[src/hdl/mifa_pkg.sv]
// Purpose: constants and types for the indirect sector memory access port
// Assumes: 8-bit register bus, 16-bit byte addresses, one clock domain
// Notes:   offsets are the bus addresses of the six port registers
package mifa_pkg;
	// ----------------------------------------
	// register offsets
	// ----------------------------------------
	localparam logic [15:0] MIFA_OFS_BYTE0 = 16'hf0e0;
	localparam logic [15:0] MIFA_OFS_BYTE1 = 16'hf0e1;
	localparam logic [15:0] MIFA_OFS_BYTE2 = 16'hf0e2;
	localparam logic [15:0] MIFA_OFS_BYTE3 = 16'hf0e3;
	localparam logic [15:0] MIFA_OFS_ADRL  = 16'hf0e4;
	localparam logic [15:0] MIFA_OFS_ADRH  = 16'hf0e5;
	// ----------------------------------------
	// field positions and reset values
	// ----------------------------------------
	localparam int          MIFA_BIT_BUSY  = 6;
	localparam int          MIFA_BIT_DIR   = 7;
	localparam int          MIFA_ADR_W     = 13;
	localparam logic [7:0]  MIFA_RST_BYTE  = 8'h00;
	localparam logic [12:0] MIFA_RST_ADR   = 13'h0000;
	localparam logic [12:0] MIFA_ADR_ONE   = 13'h0001;
	localparam int          MIFA_FIFO_DEP  = 8;
	// ----------------------------------------
	// types
	// ----------------------------------------
	typedef struct packed {
		logic        wr;
		logic [12:0] adr;
		logic [31:0] data;
	} mifa_req_t;
	typedef enum logic [1:0] {
		MIFA_IDLE,
		MIFA_WRITE,
		MIFA_READ
	} mifa_state_t;
endpackage

[src/hdl/mifa_fifo.sv]
// Purpose: small synchronous FIFO with valid/ready on both sides
// Assumes: single clock, depth a power of two
// Notes:   holds memory requests on their way to the sector memory
`timescale 1ns/1ps
`default_nettype none
module mifa_fifo #(
	parameter int W = 46,
	parameter int D = 8
) (
	input  wire logic         clk_i,
	input  wire logic         reset_i,
	input  wire logic         en_i,
	input  wire logic         in_valid_i,
	output logic              in_ready_o,
	input  wire logic [W-1:0] in_data_i,
	output logic              out_valid_o,
	input  wire logic         out_ready_i,
	output logic      [W-1:0] out_data_o
);
	localparam int AW = $clog2(D);
	logic [W-1:0] mem [D];
	logic [AW:0]  wp;
	logic [AW:0]  rp;
	wire          push = en_i && in_valid_i && in_ready_o;
	wire          pop  = en_i && out_valid_o && out_ready_i;
	// honest full and empty from extended pointers
	assign in_ready_o  = (wp - rp) != (AW+1)'(D);
	assign out_valid_o = wp != rp;
	assign out_data_o  = mem[rp[AW-1:0]];
	// storage
	always_ff @(posedge clk_i) begin
		if (push) begin
			mem[wp[AW-1:0]] <= in_data_i;
		end
	end
	// pointers
	always_ff @(posedge clk_i or posedge reset_i) begin
		if (reset_i) begin
			wp <= '0;
			rp <= '0;
		end else begin
			if (push) begin
				wp <= wp + 1'b1;
			end
			if (pop) begin
				rp <= rp + 1'b1;
			end
		end
	end
endmodule
`default_nettype wire

[src/hdl/mifa_port.sv]
// Purpose: MCU indirect access port into sector FIFO memory, word at a time
// Assumes: memory answers reads with mem_rvalid_i, writes with mem_wdone_i
// Notes:   requests pass a FIFO; busy covers the whole memory transfer
`timescale 1ns/1ps
`default_nettype none
module mifa_port
	import mifa_pkg::*;
#(
	parameter int FIFO_DEPTH = MIFA_FIFO_DEP
) (
	input  wire logic        clk_i,
	input  wire logic        reset_i,
	input  wire logic        clk_en_i,
	input  wire logic [15:0] bus_addr_i,
	input  wire logic        bus_wr_i,
	input  wire logic        bus_rd_i,
	input  wire logic [7:0]  bus_wdata_i,
	output logic      [7:0]  bus_rdata_o,
	output logic             mem_valid_o,
	input  wire logic        mem_ready_i,
	output logic             mem_wr_o,
	output logic      [12:0] mem_addr_o,
	output logic      [31:0] mem_wdata_o,
	input  wire logic        mem_wdone_i,
	input  wire logic        mem_rvalid_i,
	input  wire logic [31:0] mem_rdata_i
);
	// ----------------------------------------
	// register state
	// ----------------------------------------
	logic [7:0]  lane [4];
	logic [12:0] word_adr;
	logic        dir;
	logic        busy;
	mifa_state_t state;
	logic [7:0]  rdata;
	logic        mvalid;
	logic        mwr;
	logic [12:0] maddr;
	logic [31:0] mwdata;

	// ----------------------------------------
	// address decode
	// ----------------------------------------
	function automatic logic hit(input logic [15:0] a, input logic [15:0] ofs);
		hit = (a == ofs);
	endfunction
	wire wr_b3  = clk_en_i && bus_wr_i && hit(bus_addr_i, MIFA_OFS_BYTE3);
	wire rd_b3  = clk_en_i && bus_rd_i && hit(bus_addr_i, MIFA_OFS_BYTE3);
	wire wr_adl = clk_en_i && bus_wr_i && hit(bus_addr_i, MIFA_OFS_ADRL);
	wire wr_adh = clk_en_i && bus_wr_i && hit(bus_addr_i, MIFA_OFS_ADRH);
	wire new_dir = bus_wdata_i[MIFA_BIT_DIR];

	// ----------------------------------------
	// request path through the FIFO
	// ----------------------------------------
	mifa_req_t   q_in;
	mifa_req_t   q_out;
	logic        q_in_ready;
	logic        q_out_valid;
	logic        mem_idle;
	// store word on byte 3 write
	wire start_wr = wr_b3 && !dir && !busy && q_in_ready;
	// prefetch on high write with dir 1, or byte 3 read only
	wire start_rd = ((wr_adh && new_dir) || (rd_b3 && dir)) && !busy && q_in_ready;
	assign q_in.wr   = start_wr;
	// a read started by the high byte must use the high bits just written
	assign q_in.adr  = wr_adh ? {bus_wdata_i[4:0], word_adr[7:0]} : word_adr;
	assign q_in.data = {bus_wdata_i, lane[2], lane[1], lane[0]};
	assign mem_idle  = !mvalid;

	mifa_fifo #(
		.W ($bits(mifa_req_t)),
		.D (FIFO_DEPTH)
	) u_fifo (
		.clk_i       (clk_i),
		.reset_i     (reset_i),
		.en_i        (clk_en_i),
		.in_valid_i  (start_wr || start_rd),
		.in_ready_o  (q_in_ready),
		.in_data_i   (q_in),
		.out_valid_o (q_out_valid),
		.out_ready_i (mem_idle),
		.out_data_o  (q_out)
	);

	// memory request register, one outstanding transfer
	always_ff @(posedge clk_i or posedge reset_i) begin
		if (reset_i) begin
			mvalid <= 1'b0;
			mwr    <= 1'b0;
			maddr  <= MIFA_RST_ADR;
			mwdata <= '0;
		end else if (clk_en_i) begin
			if (mvalid && mem_ready_i) begin
				mvalid <= 1'b0;
			end else if (q_out_valid && mem_idle) begin
				mvalid <= 1'b1;
				mwr    <= q_out.wr;
				maddr  <= q_out.adr;
				mwdata <= q_out.data;
			end
		end
	end
	assign mem_valid_o = mvalid;
	assign mem_wr_o    = mwr;
	assign mem_addr_o  = maddr;
	assign mem_wdata_o = mwdata;

	// ----------------------------------------
	// transfer sequencer
	// ----------------------------------------
	wire done_wr = (state == MIFA_WRITE) && mem_wdone_i;
	wire done_rd = (state == MIFA_READ) && mem_rvalid_i;
	always_ff @(posedge clk_i or posedge reset_i) begin
		if (reset_i) begin
			state <= MIFA_IDLE;
			busy  <= 1'b0;
		end else if (clk_en_i) begin
			case (state)
				MIFA_IDLE: begin
					if (start_wr) begin
						state <= MIFA_WRITE;
						busy  <= 1'b1;
					end else if (start_rd) begin
						state <= MIFA_READ;
						busy  <= 1'b1;
					end
				end
				MIFA_WRITE: begin
					if (mem_wdone_i) begin
						state <= MIFA_IDLE;
						busy  <= 1'b0;
					end
				end
				MIFA_READ: begin
					if (mem_rvalid_i) begin
						state <= MIFA_IDLE;
						busy  <= 1'b0;
					end
				end
				default: begin
					state <= MIFA_IDLE;
					busy  <= 1'b0;
				end
			endcase
		end
	end

	// ----------------------------------------
	// address and direction
	// ----------------------------------------
	always_ff @(posedge clk_i or posedge reset_i) begin
		if (reset_i) begin
			word_adr <= MIFA_RST_ADR;
			dir      <= 1'b0;
		end else if (clk_en_i) begin
			// low byte, high five bits, carrying increment
			if (wr_adl && !busy) begin
				word_adr[7:0] <= bus_wdata_i;
			end else if (wr_adh && !busy) begin
				word_adr[12:8] <= bus_wdata_i[4:0];
				dir            <= new_dir;
			end else if (done_wr || done_rd) begin
				word_adr <= word_adr + MIFA_ADR_ONE;
			end
		end
	end

	// ----------------------------------------
	// data lanes
	// ----------------------------------------
	genvar g;
	generate
		for (g = 0; g < 4; g++) begin : g_lane
			wire wr_me = clk_en_i && bus_wr_i && !busy && !dir
				&& hit(bus_addr_i, MIFA_OFS_BYTE0 + 16'(g));
			always_ff @(posedge clk_i or posedge reset_i) begin
				if (reset_i) begin
					lane[g] <= MIFA_RST_BYTE;
				end else if (clk_en_i) begin
					if (done_rd) begin
						lane[g] <= mem_rdata_i[8*g +: 8];
					end else if (wr_me) begin
						lane[g] <= bus_wdata_i;
					end
				end
			end
		end
	endgenerate

	// ----------------------------------------
	// read data mux, registered
	// ----------------------------------------
	logic [7:0] next_rdata;
	always_comb begin
		next_rdata = 8'h00;
		case (bus_addr_i)
			MIFA_OFS_BYTE0: next_rdata = lane[0];
			MIFA_OFS_BYTE1: next_rdata = lane[1];
			MIFA_OFS_BYTE2: next_rdata = lane[2];
			MIFA_OFS_BYTE3: next_rdata = lane[3];
			MIFA_OFS_ADRL:  next_rdata = word_adr[7:0];
			// busy at bit 6, reserved bit 5 zero
			MIFA_OFS_ADRH:  next_rdata = {dir, busy, 1'b0, word_adr[12:8]};
			default:        next_rdata = 8'h00;
		endcase
	end
	always_ff @(posedge clk_i or posedge reset_i) begin
		if (reset_i) begin
			rdata <= 8'h00;
		end else if (clk_en_i && bus_rd_i) begin
			rdata <= next_rdata;
		end
	end
	assign bus_rdata_o = rdata;

	// ----------------------------------------
	// checks
	// ----------------------------------------
	AST_WR_BUSY: assert property (@(posedge clk_i) disable iff (reset_i)
		start_wr |=> busy && state == MIFA_WRITE)
		else $error("byte 3 write did not set busy");
	AST_WR_DONE: assert property (@(posedge clk_i) disable iff (reset_i)
		(clk_en_i && done_wr && !wr_adl && !wr_adh) |=> !busy
			&& word_adr == $past(word_adr) + MIFA_ADR_ONE)
		else $error("write done did not free busy and bump address");
	AST_RD_START: assert property (@(posedge clk_i) disable iff (reset_i)
		(wr_adh && new_dir && !busy && q_in_ready) |=> busy && dir)
		else $error("read setup did not start a prefetch");
	AST_RD_LOAD: assert property (@(posedge clk_i) disable iff (reset_i)
		(clk_en_i && done_rd) |=> !busy && lane[3] == $past(mem_rdata_i[31:24]))
		else $error("fetched word not loaded");
	AST_NO_ADV: assert property (@(posedge clk_i) disable iff (reset_i)
		(state == MIFA_IDLE && !wr_adh && !(rd_b3 && dir) && !start_wr) |=> !busy)
		else $error("prefetch without byte 3 read");
	AST_RD_NEXT: assert property (@(posedge clk_i) disable iff (reset_i)
		(rd_b3 && dir && !busy && q_in_ready) |=> state == MIFA_READ)
		else $error("byte 3 read did not prefetch");
	AST_BUSY_BIT: assert property (@(posedge clk_i) disable iff (reset_i)
		(clk_en_i && bus_rd_i && bus_addr_i == MIFA_OFS_ADRH) |=>
			bus_rdata_o[MIFA_BIT_BUSY] == $past(busy) && bus_rdata_o[5] == 1'b0)
		else $error("busy bit not shown at bit 6");
	AST_DIR_BIT: assert property (@(posedge clk_i) disable iff (reset_i)
		(wr_adh && !busy) |=> dir == $past(bus_wdata_i[MIFA_BIT_DIR]))
		else $error("direction bit not taken");
	AST_ADR_SPLIT: assert property (@(posedge clk_i) disable iff (reset_i)
		(wr_adl && !busy) |=> word_adr[7:0] == $past(bus_wdata_i))
		else $error("low address byte not stored");
	// ----------------------------------------
	// request and refusal checks
	// ----------------------------------------
	AST_WR_REQ: assert property (@(posedge clk_i) disable iff (reset_i)
		start_wr ##1 clk_en_i |=> mem_valid_o && mem_wr_o && mem_addr_o == word_adr
			&& mem_wdata_o[31:24] == lane[3])
		else $error("stored word request malformed");
	AST_RD_ADR: assert property (@(posedge clk_i) disable iff (reset_i)
		(wr_adh && new_dir && !busy && q_in_ready) ##1 clk_en_i
			|=> mem_valid_o && !mem_wr_o && mem_addr_o == word_adr)
		else $error("prefetch request not at the written address");
	AST_REQ_HOLD: assert property (@(posedge clk_i) disable iff (reset_i)
		(mem_valid_o && !mem_ready_i) |=> mem_valid_o && $stable(mem_addr_o)
			&& $stable(mem_wr_o))
		else $error("memory request dropped before acceptance");
	AST_FREEZE: assert property (@(posedge clk_i) disable iff (reset_i)
		!clk_en_i |=> $stable(word_adr) && $stable(dir) && $stable(busy)
			&& $stable(mem_valid_o) && $stable(bus_rdata_o))
		else $error("state moved while the clock enable was low");
	AST_DATA_REFUSE: assert property (@(posedge clk_i) disable iff (reset_i)
		(clk_en_i && bus_wr_i && (dir || busy) && bus_addr_i == MIFA_OFS_BYTE0 && !done_rd)
			|=> $stable(lane[0]))
		else $error("data byte write taken in read direction or while busy");
	AST_ADR_BUSY: assert property (@(posedge clk_i) disable iff (reset_i)
		(busy && !done_wr && !done_rd) |=> $stable(word_adr))
		else $error("access address moved during a transfer");
	AST_LANE_WR: assert property (@(posedge clk_i) disable iff (reset_i)
		(clk_en_i && bus_wr_i && !busy && !dir && bus_addr_i == MIFA_OFS_BYTE1) |=>
			lane[1] == $past(bus_wdata_i))
		else $error("data byte 1 write not stored");
	AST_UNMAPPED: assert property (@(posedge clk_i) disable iff (reset_i)
		(clk_en_i && bus_rd_i && bus_addr_i == MIFA_OFS_ADRH + 16'h0001)
			|=> bus_rdata_o == 8'h00)
		else $error("unmapped register read not zero");
endmodule
`default_nettype wire

[config.mk]
export PLATFORM = sky130hd
export DESIGN_NAME = mifa_port
export DESIGN_NICKNAME = d
export VERILOG_FILES = /design/src/hdl/mifa_pkg.sv /design/src/hdl/mifa_fifo.sv /design/src/hdl/mifa_port.sv
export SDC_FILE = /design/constraint.sdc
export NUM_CORES = 1
export LEC_CHECK = 0
export ABC_AREA = 1
export BUFFER_PORTS_ARGS = -buffer_cell sky130_fd_sc_hd__buf_2
export CORE_UTILIZATION = 25
export DETAILED_ROUTE_END_ITERATION = 16
export HOLD_SLACK_MARGIN = 0.15
export PLACE_DENSITY_LB_ADDON = 0.15
export SLEW_MARGIN = 5
export SYNTH_ARGS = -nofsm -noshare
export SYNTH_HDL_FRONTEND = slang
export SYNTH_SLANG_ARGS = --single-unit
export TNS_END_PERCENT = 1
[constraint.sdc]
create_clock -name clk_i -period 6.39 [get_ports clk_i]
set_input_delay 1.278 -clock clk_i [delete_from_list [all_inputs] [get_ports clk_i]]
set_output_delay 1.278 -clock clk_i [all_outputs]
set_load 0.1 [all_outputs]
Word level (Yosys, flattened, before mapping):

Memories as Yosys holds them, arrays and structs flattened. A register that Yosys moved wholly into a read port is not among the register bits.
Cells that the tools add are included.

* RAM bits: 368
* register bits: 66
* memories: 1
* output and inout port bits: 55

* eq/ne operators: 14
* reductions and logical operators: 53
* bitwise operators: 2
* mux-type cells: 28
* add/sub/neg operators: 4

Memories
* u_fifo.mem: depth 8, width 46, rd ports 1, clocked after memory_dff 1, write ports 1, RTL line mifa_fifo.sv:21 `logic [W-1:0] mem [D];`

Operators by type and width (count)
* $eq A16 B16 Y1 const B: 6
* $mux W8: 10
* $pmux W8 S6: 1
* $logic_and A1 B1 Y1: 29
* $mux W13: 2
* $reduce_bool A2 Y1: 7
* $add A13 B1 Y13 const B: 1
* $reduce_and A3 Y1: 4
* $reduce_and A2 Y1: 5
* $add A4 B1 Y4 const B: 2
* $mux W1: 8
* $mux W2: 4
* $ne A2 B2 Y1 const B: 3
* $pmux W2 S3: 1
* $mux W5: 1
* $ne A4 B4 Y1: 1
* $ne A4 B4 Y1 const B: 1
* $reduce_and A4 Y1: 1
* $sub A4 B4 Y4: 1
* $logic_not A1 Y1: 3
* $logic_or A1 B1 Y1: 3
* $ne A3 B3 Y1 const B: 1
* $pmux W1 S3: 1
* $eq A2 B1 Y1 const B: 1
* 3 further kinds: 4

Logic depth before layout (Yosys ltp):

* word-level depth: 11
* depth in mapped cells: 16
* gate-level depth less buffers: 14

Cells and area by module:

From an unflattened synthesis, not the netlist that was laid out.

* cells, all modules: 1811
* area total of the unflattened synthesis: 20419.6 sq um

Modules (own cells, without submodules)
* mifa_fifo: cells an instance 1129, sequential area each 11250.8 sq um, area an instance 14760.4 sq um, times used 1
* mifa_port: cells an instance 682, sequential area each 2602.5 sq um, area an instance 5659.2 sq um, times used 1

Worst setup path after synthesis:

No wires, ideal clock.

* path kind: in2reg
* from: input port bus_addr_i[3]
* to: memory u_fifo.mem[7][0] (enable)
* setup time: 0.465 ns
* buffers on the path: 0
* path slack: 1.488 ns
* stages: 7
* arrival: 4.438 ns
* cells stage by stage: nor2_1 > inv_1 > nor2_1 > nand4_1 > nor2_2 > inv_2 > a21oi_1

RTL lines
* start, declared: RTL line mifa_port.sv:14 `input wire logic [15:0] bus_addr_i,`
* end, declared: RTL line mifa_fifo.sv:21

==> flow_summary.toml <==
[grt]
antenna_found_initial = 2
grt_usage = 0.144
grt_pass1_wl_um = 88500
grt_overflow_total = 0
grt_pass1_vias = 13400
grt_max_degree = 92

[floorplan]
ios = 119
chipWidth_um = 287
die-area_sq_mm = 0.0821
start_util = 0.255
rows = 103
coreArea_sq_mm = 0.0795
die_h_um = 287

[power]
power_density_mw_per_mm2 = 457
vdd_drop_max_mv = 0.254
p_int_w = 0.00643
power.switching_w = 0.00446
p_leak_nw = 9.37
swShare = 0.410
clkPwrFrac = 0.277
comb_power_share = 0.315
seqPwrFrac = 0.409

[clock_tree]
clk_pin_slew_ps = 60
clock-sinks = 480
hold_buffers = 0
postCtsSetupBuffers = 0
cts-htree-levels = 2
cts_tree = "done"
cts_buffers = 54
clk_path_buf_depth = 3
clock_latency_ps = 600
post_cts_resized = 0
cts-root-buf = "clkbuf_16"

[timing]
min_period_ps = 4750
fin_skew_ps = 17.6
worst_pin_slew_ps = 1110
relSlewSlack = 0.254
totalNegativeSetupSlack_ps = 0
max_freq_mhz = 211
rsz0062_at_grt = "false"
timing.final.crit_share = 0.743
hold_viol = 0
slew_viol_final = 0
setup_viol = 0

[hold_path]
hold_path_class = "flip-flop to flip-flop"

[detailed_routing]
first_pass_iters = 7
wl_per_cell_um = 20.2
viasPerCell = 4.47
drtIter0Drc = 831
route.detailed.drc = 0
drtAntennaViolNets = 0
routed_wl_um = 59300
dr_total_vias = 13100

[cells_and_area]
final_common_cell = "edfxtp_1"
mostFrequentLayoutCells = "edfxtp_1, nand2_1, o21ai_0"
instances_no_fill = 2934
finalInstanceArea_sq_mm = 0.0238
drive_gt1_frac = 0.142
syn_to_final_growth_pct = 17.6
finish.net_count = 1906

[yosys]
ys_warn_count = 0
synth-seq-area-share = 0.684
synth_top_area_cell = "edfxtp_1"
syn_nets = 1795
synth_top_area_share = 0.546
syn_inst = 1725
synth_area_leaders = "edfxtp_1, dfrtp_1, nand2_1"
syn_area_per_cell_sq_um = 11.7
ys_ff_latch = 480
yosys.cell_types.count = 33
syn_area_sq_mm = 0.0202

[placement]
placed_cell_area_sq_mm = 0.0221
dpl.cell_count = 2830
gp_congestion = 0.820
place_hpwl_um = 37900
portBuffers = 118

[critical_path]
critical_path_arrival_ps = 4980
cp-start-kind = "flip-flop"
critPathMaxFanout = 57
timing.critical_path.to_type = "flip-flop"
critPathRequiredTime_ps = 6620
critPathKind = "flip-flop to flip-flop"

[job]
maxCapViolCount = 0

[run_status]
status = "complete, no violations"
## final timing paths
kind / startpoint / to / slack, ps / cells after the start
max: u_fifo.rp[1] / u_fifo.mem[3][20] / 1640 / 13
min: mem_wdata_o[2] / mem_wdata_o[2] / 470 / 2
max reg2reg: u_fifo.rp[1] / u_fifo.mem[3][20] / 1640 / 13
min reg2reg: mem_wdata_o[2] / mem_wdata_o[2] / 470 / 2
max in group asynchronous: reset_i / word_adr[3] / 4320 / 3
min in group asynchronous: reset_i / mem_addr_o[12] / 780 / 2
## logic make-up (layout without fill, tap and decap cells)
group,Yosys count,count (layout),share of synthesized area
flops,480,480,0.684
mux,107,107,0.0538
simple gates,511,511,0.108
other cells,0,2,0
buf+inv,250,407,0.0483
fa+ha+maj,6,6,0.00371
compound gates,360,360,0.0973
xor+xnor,11,11,0.00476
## flip-flops by register name (all words and copies together) (netlist names), 2 cells and up
| name | cells |
|---|---|
| bus_rdata_o | 8 |
| lane | 32 |
| mem_addr_o | 13 |
| mem_wdata_o | 32 |
| state | 2 |
| u_fifo.mem | 368 |
| u_fifo.rp | 4 |
| u_fifo.wp | 4 |
| word_adr | 13 |
## cells in the mapped netlist (all sizes together)
master and instances:
a21oi 96, and2 1, buf 31, clkbuf 52
dfrtp 112, edfxtp 368, ha 6, inv 167
mux2 15, mux2i 92, nand2 344, nand3 107
nand4 7, nor2 41, nor3 10, nor3b 1
o211ai 62, o21ai 201, o21bai 1, xnor2 3
xor2 8
## metal layers
| metal | part of all wire | GRT usage | vias to the layer above |
|---|---|---|---|
| met5 | 0 | 0 | - |
| met4 | 0.025 | 0.0433 | 0 |
| met3 | 0.037 | 0.0222 | 85 |
| met2 | 0.47 | 0.235 | 263 |
| met1 | 0.47 | 0.196 | 6482 |
| li1 | - | - | 6292 |
## per-stage QoR
| stage | setup slack, ps | hold WS, ps | power (W) | utilization |
|---|---|---|---|---|
| 2_1_floorplan | 1490 | 442 | 0.00686 | - |
| 3_3_place_gp | 1630 | 458 | 0.00802 | 0.278 |
| 3_5_place_dp | 1500 | 464 | 0.00804 | 0.278 |
| 4_1_cts | 1540 | 480 | 0.0111 | 0.299 |
| 5_1_grt | 1210 | 497 | 0.0115 | 0.299 |
| 6_report | 1640 | 474 | 0.0109 | 0.299 |
## worst max-delay path, cell delays in order, from the launching register on
cell and delay [ps]:
dfrtp_2 670, clkinv_2 800, ha_1 650, nand3_1 110
nand2_1 80, nand2_1 50, nand2_1 50, nor2_1 50
nor2_2 360, inv_2 120, nand2_2 190, nand2_1 220
nor2_4 420, buf_4 540
## final cells by class
cell class              count  area [sq um]
multi-input cells         995          5490
well taps                1050          1310
clock buffers              77          1490
clock inverters            25           224
inverters                 167           633
fillers                  8080         55700
diodes                      2          5.00
flip-flops and latches    480         13900
repair buffers            138           803
## power by group through the flow
stage	clock [W]	combinational (W)	sequential (W)
2_1_floorplan	0	0.00166	0.00520
3_3_place_gp	0	0.00349	0.00453
3_5_place_dp	0	0.00350	0.00453
4_1_cts	0.00311	0.00351	0.00447
5_1_grt	0.00321	0.00375	0.00452
6_report	0.00301	0.00343	0.00445
Note: power is estimated with default switching activity, not from simulation.
